## config.mk

```make
export PLATFORM = sky130hd
export DESIGN_NAME = ptc_capture
export DESIGN_NICKNAME = d
export VERILOG_FILES = /design/src/ptc_pkg.sv /design/src/ptc_capture.sv /design/src/ptc_hdr_parse.sv
export SDC_FILE = /design/constraint.sdc
export NUM_CORES = 1
export LEC_CHECK = 0
export BUFFER_PORTS_ARGS = -buffer_cell sky130_fd_sc_hd__buf_2
export CORE_ASPECT_RATIO = 0.7
export CORE_UTILIZATION = 50
export CTS_BUF_LIST = sky130_fd_sc_hd__clkbuf_16
export DETAILED_ROUTE_END_ITERATION = 10
export HOLD_SLACK_MARGIN = 0.08
export PLACE_DENSITY = 0.77
export RECOVER_POWER = 50
export SETUP_SLACK_MARGIN = 0.3
export SKIP_LAST_GASP = 1
export SYNTH_ARGS = -nofsm -noshare
export SYNTH_HDL_FRONTEND = slang
export SYNTH_SLANG_ARGS = --single-unit
```

## constraint.sdc

```tcl
create_clock -name aclk -period 8.35 [get_ports aclk]
set_input_delay 0.4175 -clock aclk [delete_from_list [all_inputs] [get_ports aclk]]
set_output_delay 0.4175 -clock aclk [all_outputs]
set_load 0.01 [all_outputs]
```

## src/ptc_pkg.sv

```systemverilog
package ptc_pkg;

	// ----------------------------------------
	// register map (byte addresses)
	// ----------------------------------------
	localparam int          AXI_AW            = 8;
	localparam logic [7:0]  OFS_ASSOC_BASE    = 8'h00;
	localparam logic [7:0]  OFS_MAP_CFG       = 8'h04;
	localparam logic [7:0]  OFS_MAP_BASE      = 8'h08;
	localparam logic [7:0]  OFS_BND_ID        = 8'h0c;
	localparam logic [7:0]  OFS_CONTROL_WORD_ZERO         = 8'h10;
	localparam logic [7:0]  OFS_INT_STAT      = 8'h14;
	localparam logic [7:0]  OFS_INT_CLR       = 8'h18;
	localparam logic [7:0]  OFS_INT_EN        = 8'h1c;
	localparam logic [7:0]  OFS_ASSOC_CFG     = 8'h20;

	// ----------------------------------------
	// field layout
	// ----------------------------------------
	localparam int          PID_W             = 13;
	localparam int          SENSE_EN_BIT      = 16;
	localparam int          CONTROL_WORD_ZERO_BND_EN_BIT  = 0;
	localparam int          CONTROL_WORD_ZERO_BND_ST_BIT  = 8;
	localparam int          INT_W             = 4;
	localparam int          INT_BND_BIT       = 0;
	localparam int          INT_ASSOC_BIT     = 2;
	localparam int          INT_MAP_BIT       = 3;
	localparam logic [12:0] BND_ID_RST        = 13'h1fff;
	localparam logic [12:0] ASSOC_PID         = 13'h0000;

	// ----------------------------------------
	// transport packet layout (byte index)
	// ----------------------------------------
	localparam int          IDX_W             = 8;
	localparam logic [7:0]  PKT_LEN           = 8'hbc;
	localparam logic [7:0]  IDX_HDR1          = 8'h01;
	localparam logic [7:0]  IDX_HDR2          = 8'h02;
	localparam logic [7:0]  IDX_PAY           = 8'h04;
	localparam logic [7:0]  IDX_SEC           = 8'h05;
	localparam logic [7:0]  IDX_VER           = 8'h0a;
	localparam int          PUSI_BIT          = 6;
	localparam int          VER_LSB           = 1;
	localparam int          VER_W             = 5;
	localparam int          CN_BIT            = 0;
	localparam int          DLY               = 5;
	localparam int          TBL_ASSOC         = 0;
	localparam int          TBL_MAP           = 1;

	localparam logic [1:0]  RESP_OKAY         = 2'h0;
	localparam logic [1:0]  RESP_SLVERR       = 2'h2;

	typedef struct packed {
		logic [31:0]               assoc_base;
		logic [31:0]               map_base;
		logic                      map_en;
		logic [PID_W-1:0]          map_pid;
		logic [PID_W-1:0]          bnd_id;
		logic                      bnd_en;
		logic                      assoc_en;
		logic [INT_W-1:0]          int_stat;
		logic [INT_W-1:0]          int_en;
		logic [1:0]                seen;
		logic [1:0][VER_W-1:0]     ver;
		logic [1:0]                active;
		logic [1:0][31:0]          ptr;
		logic [DLY-1:0][7:0]       d_data;
		logic [DLY-1:0]            d_tag;
		logic [DLY-1:0]            d_tbl;
		logic                      mem_wvalid;
		logic [31:0]               mem_waddr;
		logic [7:0]                mem_wdata;
		logic                      aw_full;
		logic [AXI_AW-1:0]         aw_addr;
		logic                      w_full;
		logic [31:0]               w_data;
		logic [3:0]                w_strb;
		logic                      bvalid;
		logic [1:0]                bresp;
		logic                      rvalid;
		logic [31:0]               rdata;
		logic [1:0]                rresp;
	} ptc_state_s;

	typedef struct packed {
		logic [IDX_W-1:0]          idx;
		logic                      pusi;
		logic [PID_W-1:0]          pid;
	} ptc_parse_s;

endpackage

```

## src/ptc_capture.sv

```systemverilog
module ptc_capture
	import ptc_pkg::*;
(
	input  wire logic              aclk,
	input  wire logic              aresetn,
	input  wire logic [AXI_AW-1:0] s_axi_awaddr,
	input  wire logic              s_axi_awvalid,
	output logic                   s_axi_awready,
	input  wire logic [31:0]       s_axi_wdata,
	input  wire logic [3:0]        s_axi_wstrb,
	input  wire logic              s_axi_wvalid,
	output logic                   s_axi_wready,
	output logic      [1:0]        s_axi_bresp,
	output logic                   s_axi_bvalid,
	input  wire logic              s_axi_bready,
	input  wire logic [AXI_AW-1:0] s_axi_araddr,
	input  wire logic              s_axi_arvalid,
	output logic                   s_axi_arready,
	output logic      [31:0]       s_axi_rdata,
	output logic      [1:0]        s_axi_rresp,
	output logic                   s_axi_rvalid,
	input  wire logic              s_axi_rready,
	input  wire logic              ts_valid,
	input  wire logic              ts_sop,
	input  wire logic [7:0]        ts_data,
	output logic                   mem_wvalid,
	output logic      [31:0]       mem_waddr,
	output logic      [7:0]        mem_wdata,
	output logic                   irq
);

	ptc_state_s s_reg;
	ptc_state_s s_next;

	logic [IDX_W-1:0] cur_idx;
	logic             in_pkt;
	logic             pkt_pusi;
	logic [PID_W-1:0] pkt_pid;
	logic [4:0]       pid_hi;

	// ----------------------------------------
	// helpers
	// ----------------------------------------
	function automatic logic [31:0] merge(
		input logic [31:0] old_v,
		input logic [31:0] new_v,
		input logic [3:0]  strb
	);
		logic [31:0] r;
		r = old_v;
		for (int i = 0; i < 4; i++)
		begin
			if (strb[i])
				r[i*8 +: 8] = new_v[i*8 +: 8];
		end
		return r;
	endfunction

	function automatic logic [31:0] sense_word(
		input logic             en,
		input logic [PID_W-1:0] id
	);
		logic [31:0] r;
		r = '0;
		r[SENSE_EN_BIT] = en;
		r[PID_W-1:0] = id;
		return r;
	endfunction

	function automatic logic [7:0] word_ofs(input logic [AXI_AW-1:0] a);
		return {a[AXI_AW-1:2], 2'b00};
	endfunction

	function automatic logic ofs_mapped(input logic [7:0] o);
		return o == OFS_ASSOC_BASE || o == OFS_MAP_CFG || o == OFS_MAP_BASE
			|| o == OFS_BND_ID || o == OFS_CONTROL_WORD_ZERO || o == OFS_INT_STAT
			|| o == OFS_INT_CLR || o == OFS_INT_EN || o == OFS_ASSOC_CFG;
	endfunction

	// ----------------------------------------
	// packet header tracking
	// ----------------------------------------
	ptc_hdr_parse i_ptc_hdr_parse (
		.aclk     (aclk),
		.aresetn  (aresetn),
		.ts_valid (ts_valid),
		.ts_sop   (ts_sop),
		.ts_data  (ts_data),
		.cur_idx  (cur_idx),
		.in_pkt   (in_pkt),
		.pusi     (pkt_pusi),
		.pid      (pkt_pid),
		.pid_hi   (pid_hi)
	);

	// ----------------------------------------
	// next state
	// ----------------------------------------
	always_comb
	begin
		logic [INT_W-1:0] int_set;
		logic [INT_W-1:0] int_clr;
		logic [1:0]       hit;
		logic [1:0]       newv;
		logic             t;
		logic             tag;
		logic [7:0]       wo;
		logic [7:0]       ro;
		logic [31:0]      rd;
		logic [31:0]      wv;
		int_set = '0;
		int_clr = '0;
		hit     = '0;
		newv    = '0;
		t       = 1'b0;
		tag     = 1'b0;
		wo      = word_ofs(s_reg.aw_addr);
		ro      = word_ofs(s_axi_araddr);
		rd      = '0;
		wv      = '0;
		s_next  = s_reg;
		s_next.mem_wvalid = 1'b0;

		// table selection by packet identifier
		hit[TBL_ASSOC] = pkt_pid == ASSOC_PID;
		hit[TBL_MAP]   = s_reg.map_en && pkt_pid == s_reg.map_pid;
		t = hit[TBL_MAP];

		if (ts_valid && in_pkt)
		begin
			// boundary marker seen as soon as the identifier is complete
			if (cur_idx == IDX_HDR2 && s_reg.bnd_en && {pid_hi, ts_data} == s_reg.bnd_id)
				int_set[INT_BND_BIT] = 1'b1;

			// version decision on the section header of a start packet
			if (cur_idx == IDX_VER && pkt_pusi && (hit != 2'b00))
			begin
				newv[t] = ts_data[CN_BIT] && (!s_reg.seen[t]
					|| ts_data[VER_LSB +: VER_W] != s_reg.ver[t]);
				s_next.active[t] = newv[t];
				if (newv[t])
				begin
					s_next.seen[t] = 1'b1;
					s_next.ver[t]  = ts_data[VER_LSB +: VER_W];
					s_next.ptr[t]  = t ? s_reg.map_base : s_reg.assoc_base;
				end
			end
			if (newv[TBL_ASSOC] && s_reg.assoc_en)
				int_set[INT_ASSOC_BIT] = 1'b1;
			if (newv[TBL_MAP])
				int_set[INT_MAP_BIT] = 1'b1;

			// five-byte delay lets the header bytes wait for the decision
			tag = (hit != 2'b00) && cur_idx >= (pkt_pusi ? IDX_SEC : IDX_PAY);
			if (s_reg.d_tag[DLY-1] && s_next.active[s_reg.d_tbl[DLY-1]])
			begin
				s_next.mem_wvalid = 1'b1;
				s_next.mem_wdata  = s_reg.d_data[DLY-1];
				s_next.mem_waddr  = s_next.ptr[s_reg.d_tbl[DLY-1]];
				s_next.ptr[s_reg.d_tbl[DLY-1]] = s_next.ptr[s_reg.d_tbl[DLY-1]]
					+ 32'h0000_0001;
			end
			s_next.d_data = {s_reg.d_data[DLY-2:0], ts_data};
			s_next.d_tag  = {s_reg.d_tag[DLY-2:0], tag};
			s_next.d_tbl  = {s_reg.d_tbl[DLY-2:0], t};
		end

		// ----------------------------------------
		// bus slave: write channel
		// ----------------------------------------
		if (s_axi_awvalid && s_axi_awready)
		begin
			s_next.aw_full = 1'b1;
			s_next.aw_addr = s_axi_awaddr;
		end
		if (s_axi_wvalid && s_axi_wready)
		begin
			s_next.w_full = 1'b1;
			s_next.w_data = s_axi_wdata;
			s_next.w_strb = s_axi_wstrb;
		end
		if (s_reg.aw_full && s_reg.w_full && !s_reg.bvalid)
		begin
			s_next.aw_full = 1'b0;
			s_next.w_full  = 1'b0;
			s_next.bvalid  = 1'b1;
			s_next.bresp   = ofs_mapped(wo) ? RESP_OKAY : RESP_SLVERR;
			case (wo)
				OFS_ASSOC_BASE: s_next.assoc_base = merge(s_reg.assoc_base, s_reg.w_data,
					s_reg.w_strb);
				OFS_MAP_BASE:   s_next.map_base = merge(s_reg.map_base, s_reg.w_data,
					s_reg.w_strb);
				OFS_MAP_CFG:
				begin
					wv = merge(sense_word(s_reg.map_en, s_reg.map_pid), s_reg.w_data,
						s_reg.w_strb);
					s_next.map_en  = wv[SENSE_EN_BIT];
					s_next.map_pid = wv[PID_W-1:0];
				end
				OFS_ASSOC_CFG:
				begin
					wv = merge(sense_word(s_reg.assoc_en, '0), s_reg.w_data, s_reg.w_strb);
					s_next.assoc_en = wv[SENSE_EN_BIT];
				end
				OFS_BND_ID:
				begin
					wv = merge({19'h0_0000, s_reg.bnd_id}, s_reg.w_data, s_reg.w_strb);
					s_next.bnd_id = wv[PID_W-1:0];
				end
				OFS_CONTROL_WORD_ZERO:
				begin
					wv = merge(32'h0000_0000, s_reg.w_data, s_reg.w_strb);
					if (s_reg.w_strb[0])
						s_next.bnd_en = wv[CONTROL_WORD_ZERO_BND_EN_BIT];
				end
				OFS_INT_EN:
				begin
					if (s_reg.w_strb[0])
						s_next.int_en = s_reg.w_data[INT_W-1:0];
				end
				OFS_INT_CLR:
				begin
					if (s_reg.w_strb[0])
						int_clr = s_reg.w_data[INT_W-1:0];
				end
				default:
				begin
				end
			endcase
		end
		if (s_reg.bvalid && s_axi_bready)
			s_next.bvalid = 1'b0;

		// a new event in the clearing cycle survives the clear
		s_next.int_stat = (s_reg.int_stat & ~int_clr) | int_set;

		// ----------------------------------------
		// bus slave: read channel
		// ----------------------------------------
		case (ro)
			OFS_ASSOC_BASE: rd = s_reg.assoc_base;
			OFS_MAP_CFG:    rd = sense_word(s_reg.map_en, s_reg.map_pid);
			OFS_MAP_BASE:   rd = s_reg.map_base;
			OFS_BND_ID:     rd = {19'h0_0000, s_reg.bnd_id};
			OFS_CONTROL_WORD_ZERO:
			begin
				rd[CONTROL_WORD_ZERO_BND_EN_BIT] = s_reg.bnd_en;
				rd[CONTROL_WORD_ZERO_BND_ST_BIT] = s_reg.int_stat[INT_BND_BIT];
			end
			OFS_INT_STAT:   rd[INT_W-1:0] = s_reg.int_stat;
			OFS_INT_EN:     rd[INT_W-1:0] = s_reg.int_en;
			OFS_ASSOC_CFG:  rd = sense_word(s_reg.assoc_en, '0);
			default:        rd = '0;
		endcase
		if (s_axi_arvalid && s_axi_arready)
		begin
			s_next.rvalid = 1'b1;
			s_next.rdata  = rd;
			s_next.rresp  = ofs_mapped(ro) ? RESP_OKAY : RESP_SLVERR;
		end
		else if (s_reg.rvalid && s_axi_rready)
			s_next.rvalid = 1'b0;
	end

	// ----------------------------------------
	// state register
	// ----------------------------------------
	always_ff @(posedge aclk)
	begin
		if (!aresetn)
		begin
			s_reg        <= '0;
			s_reg.bnd_id <= BND_ID_RST;
		end
		else
			s_reg <= s_next;
	end

	// ----------------------------------------
	// outputs
	// ----------------------------------------
	// one write and one read in flight; a held response blocks the next
	assign s_axi_awready = !s_reg.aw_full && !s_reg.bvalid;
	assign s_axi_wready  = !s_reg.w_full && !s_reg.bvalid;
	assign s_axi_bvalid  = s_reg.bvalid;
	assign s_axi_bresp   = s_reg.bresp;
	assign s_axi_arready = !s_reg.rvalid;
	assign s_axi_rvalid  = s_reg.rvalid;
	assign s_axi_rdata   = s_reg.rdata;
	assign s_axi_rresp   = s_reg.rresp;
	assign mem_wvalid    = s_reg.mem_wvalid;
	assign mem_waddr     = s_reg.mem_waddr;
	assign mem_wdata     = s_reg.mem_wdata;
	assign irq           = |(s_reg.int_stat & s_reg.int_en);

endmodule

```

## src/ptc_hdr_parse.sv

```systemverilog
module ptc_hdr_parse
	import ptc_pkg::*;
(
	input  wire logic             aclk,
	input  wire logic             aresetn,
	input  wire logic             ts_valid,
	input  wire logic             ts_sop,
	input  wire logic [7:0]       ts_data,
	output logic      [IDX_W-1:0] cur_idx,
	output logic                  in_pkt,
	output logic                  pusi,
	output logic      [PID_W-1:0] pid,
	output logic      [4:0]       pid_hi
);

	ptc_parse_s p_reg;
	ptc_parse_s p_next;

	// ----------------------------------------
	// byte position and header fields
	// ----------------------------------------
	always_comb
	begin
		p_next = p_reg;
		cur_idx = ts_sop ? '0 : p_reg.idx;
		if (ts_valid && cur_idx < PKT_LEN)
		begin
			p_next.idx = cur_idx + IDX_W'(1);
			if (cur_idx == IDX_HDR1)
			begin
				p_next.pusi = ts_data[PUSI_BIT];
				p_next.pid  = {ts_data[4:0], 8'h00};
			end
			if (cur_idx == IDX_HDR2)
				p_next.pid = {p_reg.pid[PID_W-1:8], ts_data};
		end
	end

	// stray bytes after a full packet are ignored until the next start
	assign in_pkt = cur_idx < PKT_LEN;
	assign pusi   = p_reg.pusi;
	assign pid    = p_reg.pid;
	assign pid_hi = p_reg.pid[PID_W-1:8];

	always_ff @(posedge aclk)
	begin
		if (!aresetn)
		begin
			p_reg     <= '0;
			p_reg.idx <= PKT_LEN;
		end
		else
			p_reg <= p_next;
	end

endmodule

```

; ---- Yosys cells after proc, flatten, opt, wreduce, memory -nomap -nowiden
; Index checks and enable logic that the tools add are counted.
; Widths: inputs -> output; s select.
[classes]
reduce_logical = 74
order_cmp = 6
eq_ne = 24
muxes = 52
add_sub_neg = 2
bitwise = 8
[op_table]
columns = cell, count
row1 = $mux 32, 5
row2 = $mux 78, 2
row3 = $bwmux 64, 2
row4 = $mux 64, 2
row5 = $pmux 23 s5, 1
row6 = $demux 32 s1, 2
row7 = $reduce_and 3->1, 18
row8 = $eq 6x3->1 const B, 8
row9 = $mux 41, 1
row10 = $add 32x1->32 const B, 1
row11 = $eq 13x13->1, 2
row12 = $eq 6x2->1 const B, 4
row13 = $mux 8, 3
row14 = $logic_and 1x1->1, 21
row15 = $pmux 3 s6, 1
row16 = $logic_or 1x1->1, 17
row17 = $pmux 4 s4, 1
row18 = $mux 5, 3
row19 = $mux 1, 14
row20 = $logic_not 13->1, 1
row21 = $eq 6x1->1 const B, 2
row22 = $eq 6x4->1 const B, 2
row23 = $logic_not 6->1, 2
row24 = $mux 12, 1
row25 = 29 further kinds, 50
[word_totals]
regBits = 376

; ---- Logic depth before layout (Yosys ltp)
[logic_depth]
ltp_word = 18
depth_mapped = 21

; ---- Hierarchy
; Synthesis repeated with hierarchy kept, for this count alone.
[unflattened]
cells_unflattened = 2245
hier_area_um2 = 18313.8
[by_module_without_submodules]
columns = module, area_per_inst_um2, cells_each, instances, seq_area_each_um2
row1 = ptc_capture, 17113.9, 2112, 1, 7006.7
row2 = ptc_hdr_parse, 1199.9, 133, 1, 440.4

; ---- Worst setup path before layout
; Ideal clock, no wire load.
[synth_path]
path_type = input to register
start = input ts_sop
end = register s_reg[231] (netlist bit)
required_ns = 8.280
arrival_ns = 4.720
setup_ns = 0.070
slack_ns = 3.559
cell_stages = 19
cell_sequence = clkbuf_1 nor2b_1 inv_1 ha_1 and4bb_2 o2111ai_1 nor3b_2 buf_2 buf_1 mux2i_1 mux2i_1 ha_1 clkbuf_1 and3_1 clkbuf_1 nand4_1 nor3_1 mux2_2 a21oi_1
[synth_between]
elab_chain_cells = 11
[synth_lines]
columns = element, line
row1 = "start, declared", ptc_capture.sv:24  ; input wire logic ts_sop,
row2 = $mux 8 (*), ptc_hdr_parse.sv:25  ; cur_idx = ts_sop ? '0 : p_reg.idx;
row3 = $eq 8x4->1, ptc_capture.sv:136  ; if (cur_idx == IDX_VER && pkt_pusi && (hit != 2'b00))
row4 = $logic_and 1x1->1 (2 in a row), ptc_capture.sv:136
row5 = $mux 78, ptc_capture.sv:136
row6 = $mux 78, ptc_capture.sv:129  ; if (ts_valid && in_pkt)
row7 = $mux 32 (not written as such) (2 in a row), ptc_capture.sv:160  ; s_next.ptr[s_reg.d_tbl[DLY-1]] = s_next.ptr[s_reg.d_tbl[DLY-1]]
row8 = $add 32x1->32, ptc_capture.sv:161  ; + 32'h0000_0001;
row9 = $bwmux 64, ptc_capture.sv:160
row10 = $mux 64, ptc_capture.sv:155  ; if (s_reg.d_tag[DLY-1] && s_next.active[s_reg.d_tbl[DLY-1]])
row11 = "end signal, assigned", ptc_capture.sv:276  ; s_reg <= s_next;
row12 = "end, declared", ptc_capture.sv:32  ; ptc_state_s s_reg;
; Every way passes the cells marked *; elsewhere a longest branch is shown, timed or not. The select of a mux whose other input is x is not followed.
; A chain may end at the register's enable or synchronous reset.

; ---- Final worst setup path
[layout_path]
start = register i_ptc_hdr_parse.p_reg, in the netlist i_ptc_hdr_parse.pid[12]
end = register s_reg[231] (netlist bit)
[layout_between]
elab_chain_cells = 18
[layout_lines]
columns = element, line
row1 = "start, declared", ptc_hdr_parse.sv:16  ; ptc_parse_s p_reg;
row2 = "start signal, assigned", ptc_hdr_parse.sv:53  ; p_reg <= p_next;
row3 = $eq 13x13->1, ptc_capture.sv:126  ; hit[TBL_MAP] = s_reg.map_en && pkt_pid == s_reg.map_pid;
row4 = $logic_and 1x1->1, ptc_capture.sv:126
row5 = $mux 5 (not written as such) or $mux 1 (tied branches) (2 in a row), "ptc_capture.sv:139, ptc_capture.sv:138"
row6 = $ne 5x5->1 or $logic_not 1->1 (tied branches), "ptc_capture.sv:139, ptc_capture.sv:138"
row7 = $logic_or 1x1->1, ptc_capture.sv:139  ; || ts_data[VER_LSB +: VER_W] != s_reg.ver[t]);
row8 = $logic_and 1x1->1, ptc_capture.sv:138  ; newv[t] = ts_data[CN_BIT] && (!s_reg.seen[t]
row9 = $and 2x2->2 (no source line), -
row10 = $mux 1 (not written as such) (2 in a row), "ptc_capture.sv:140, ptc_capture.sv:141"
row11 = $mux 64, ptc_capture.sv:141  ; if (newv[t])
row12 = $mux 78 (*), ptc_capture.sv:136
row13 = $mux 78 (*), ptc_capture.sv:129
row14 = $mux 32 (not written as such) (2 in a row), ptc_capture.sv:160
row15 = $add 32x1->32, ptc_capture.sv:161
row16 = $bwmux 64, ptc_capture.sv:160
row17 = $mux 64 (*), ptc_capture.sv:155
; Marks and branches as above.

==> results.cfg <==
[power]
ir_drop_mv = 0.1249
leakage_nw = 7.242
power_mw = 3.781
p_per_area_nw_per_um2 = 188.5

[finish]
diodes = 0
nets = 2355
fillers = 3318
layout-drive-gt1-share_pct = 8.941
largest_reg_flops = 273
area_growth_pct = 8.130
fin_area_um2 = 20050

[status]
status = finished with violations
violations = capacitance limit, slew limit

[clock_network]
cts_tree = built
cts_hold_buf = 1
cts_sinks = 372
cts_max_path_buffers = 3
cts_buffers = 38
cts_setup_buffers = 0
htreeDepth = 2
clkLatencyLatePin_ps = 540
cts.clk_slew.worst_paths_ps = 60
cts-root-buf = clkbuf_16
cts_resized = 0

[timing]
setup_viol = 0
slew_violations = 180
finClkSkew_ps = 10.80
period_needed_ps = 5610
rsz0062_at_grt = false
fin_crit_sh_pct = 67.18
max-slew-margin-rel_pct = -122.5
finalHoldViolations = 0
fin_tns_setup_ps = 0
max_freq_ghz = 0.1783
tightest_slew_ps = 3338

[grt]
track_usage_pct = 31.17
grt_overflow = 0
grt_max_degree = 151
grt_pass1_wl_um = 92180
grt_pass1_vias = 16180
antenna_found_initial = 1

[worst_setup_path]
critical_path.endpoint_type = flop
worst-path-buf-inv = 1
crit_path_start_kind = flop
worstPathArrival_ps = 6070
worstPathCellList = xnor2_1 -> nand4_1 -> o41ai_2 -> or2_1 -> buf_4 -> nor3_1 -> a211oi_2 -> ha_1 -> and3_1 -> nand4_1 -> nor3_1 -> mux2_2 -> a21oi_1
path_class = flop to flop
crit_slowest_cell = o41ai_2
critPathMaxStageDelay_ps = 790
critPathTopFamily = simple AND/OR/NAND/NOR gates
crit_required_ps = 8810
crit_fanout = 26

[place]
portBuffers = 145
dp_hpwl_um = 42420
gp_congestion = 0.9835
placed_cell_area_um2 = 18950

[floorplanning]
fp.dieW_um = 232.2
die-area_um2 = 37880
io_pins = 152
fp.dieH_um = 163.1
num_rows = 58
start_util_pct = 51.21
fp.coreArea_um2 = 36210

[drt]
drc = 0
vias = 17440
drt_wl_total_um = 60050
post_drt_wl_per_cell_um = 21.57
drt_first_pass_iters = 6
viasPerCell = 6.266
drt_iter0_drc = 1895
ant_nets = 0

[synth]
synthesis.area_um2 = 18550
syn-instance-count = 2295
synth_flop_cell = dfxtp_1
ys_warn_count = 0
synth_enable_flop_cells = 0
synth.avg_cell_area_um2 = 8.081
synthArstFlopShare_pct = 0
synth-seq-area-share_pct = 40.16
synth_seq_cells = 372
synth.distinct_cells = 86

[run]
maxCapViolations = 4

[hold_path]
worst_hold_path_type = input pin to flop
Yosys cell counts (12+ instances only):
cell	instances	area, um2
o221ai_1	15	131.4
a31oi_1	12	75.07
dfxtp_1	372	7447
o21ai_0	66	330.3
clkbuf_1	121	454.2
xor2_1	20	175.2
xnor2_1	40	350.3
mux2i_1	172	1722
buf_4	81	608.1
a22oi_1	38	285.3
a22o_1	13	113.9
buf_2	14	70.07
and3_1	18	112.6
buf_1	12	45.04
nand2_1	416	1562
a211oi_1	16	120.1
nor2_1	266	998.5
mux2_2	21	236.5
a21oi_1	240	1201
nand4_1	19	118.9
nor3_1	58	290.3
nand3_1	55	275.3
kinds of logic after synthesis:
kind of cell    share of synthesized area [%]
compound gates                          16.90
simple gates                            22.26
other cells                           0.02022
mux                                     10.80
fa+ha+maj                              0.3373
flops                                   40.16
buf+inv                                 6.693
xor+xnor                                2.834
layout make-up:
cell class	instances	area [um2]	area share, %
clock inverters	24	241.5	1.204
flip-flops and latches	372	7451	37.16
repair buffers	175	835.8	4.168
inverters	9	41.29	0.2059
well taps	480	600.6	2.995
clock buffers	39	975.9	4.867
multi-input cells	1685	9907	49.40
metrics by stage:
step / worst slack (ps) / hold WS, ps / util, % / std cells
CTS: 3072 / 102.2 / 55.71 / 2784
finish: 2740 / 113.0 / 55.38 / 2784
global placement: 2910 / 428.3 / 52.32 / 2720
global route: 2563 / 110.4 / 55.38 / 2784
detailed placement: 2737 / 442.5 / 52.32 / 2720
floorplan: 3559 / 424.6 / - / 2296
placed cells by master (no fill, tap or decap), types with 39 or more instances in the layout:
master     Yosys  routed
nand2_1      416     416
dfxtp_1      372     371
nor2_1       266     266
a21oi_1      240     239
mux2i_1      172     172
clkbuf_1     121      86
o21ai_0       66      66
buf_2         14      63
nor3_1        58      58
nand3_1       55      55
xnor2_1       40      40
clkbuf_16      0      39
metal layers:
| layer | vias to the layer above | wire, um | GRT usage (%) |
|---|---|---|---|
| met5 | - | 12 | 0 |
| li1 | 7925 | - | - |
| met4 | 2 | 1833 | 10.41 |
| met3 | 164 | 7438 | 8.485 |
| met2 | 1030 | 24890 | 45.27 |
| met1 | 8323 | 25880 | 44.18 |
worst reg2reg max path: cells and delay by family, from the launching register on:
kind            cells  cell delay, ps
simple gates        6            2030
compound gates      3            1520
fa+ha+maj           1             480
buf+inv             1             410
flops               1             370
mux                 1             360
xor+xnor            1             350
worst paths after layout:
kind	endpoint	depth (start not counted)	startpoint	slack, ps
worst min register to register	s_reg[145]$_SDFFE_PN0P_	2	s_reg[137]$_SDFFE_PN0P_	450
worst max-delay path	s_reg[231]$_SDFFE_PN0P_	13	i_ptc_hdr_parse.pid[12]$_SDFFE_PN0P_	2740
worst max register to register	s_reg[231]$_SDFFE_PN0P_	13	i_ptc_hdr_parse.pid[12]$_SDFFE_PN0P_	2740
worst min-delay path	s_reg[66]$_SDFFE_PN0P_	3	s_axi_wdata[24]	110
report_power, final:
group	internal, mW	switching, mW	leakage, nW
sequential	1.80	0.0328	3.01
combinational	0.0643	0.157	3.62
clock	0.999	0.723	0.616
total	2.87	0.913	7.24
(Power assumes the default switching activity.)
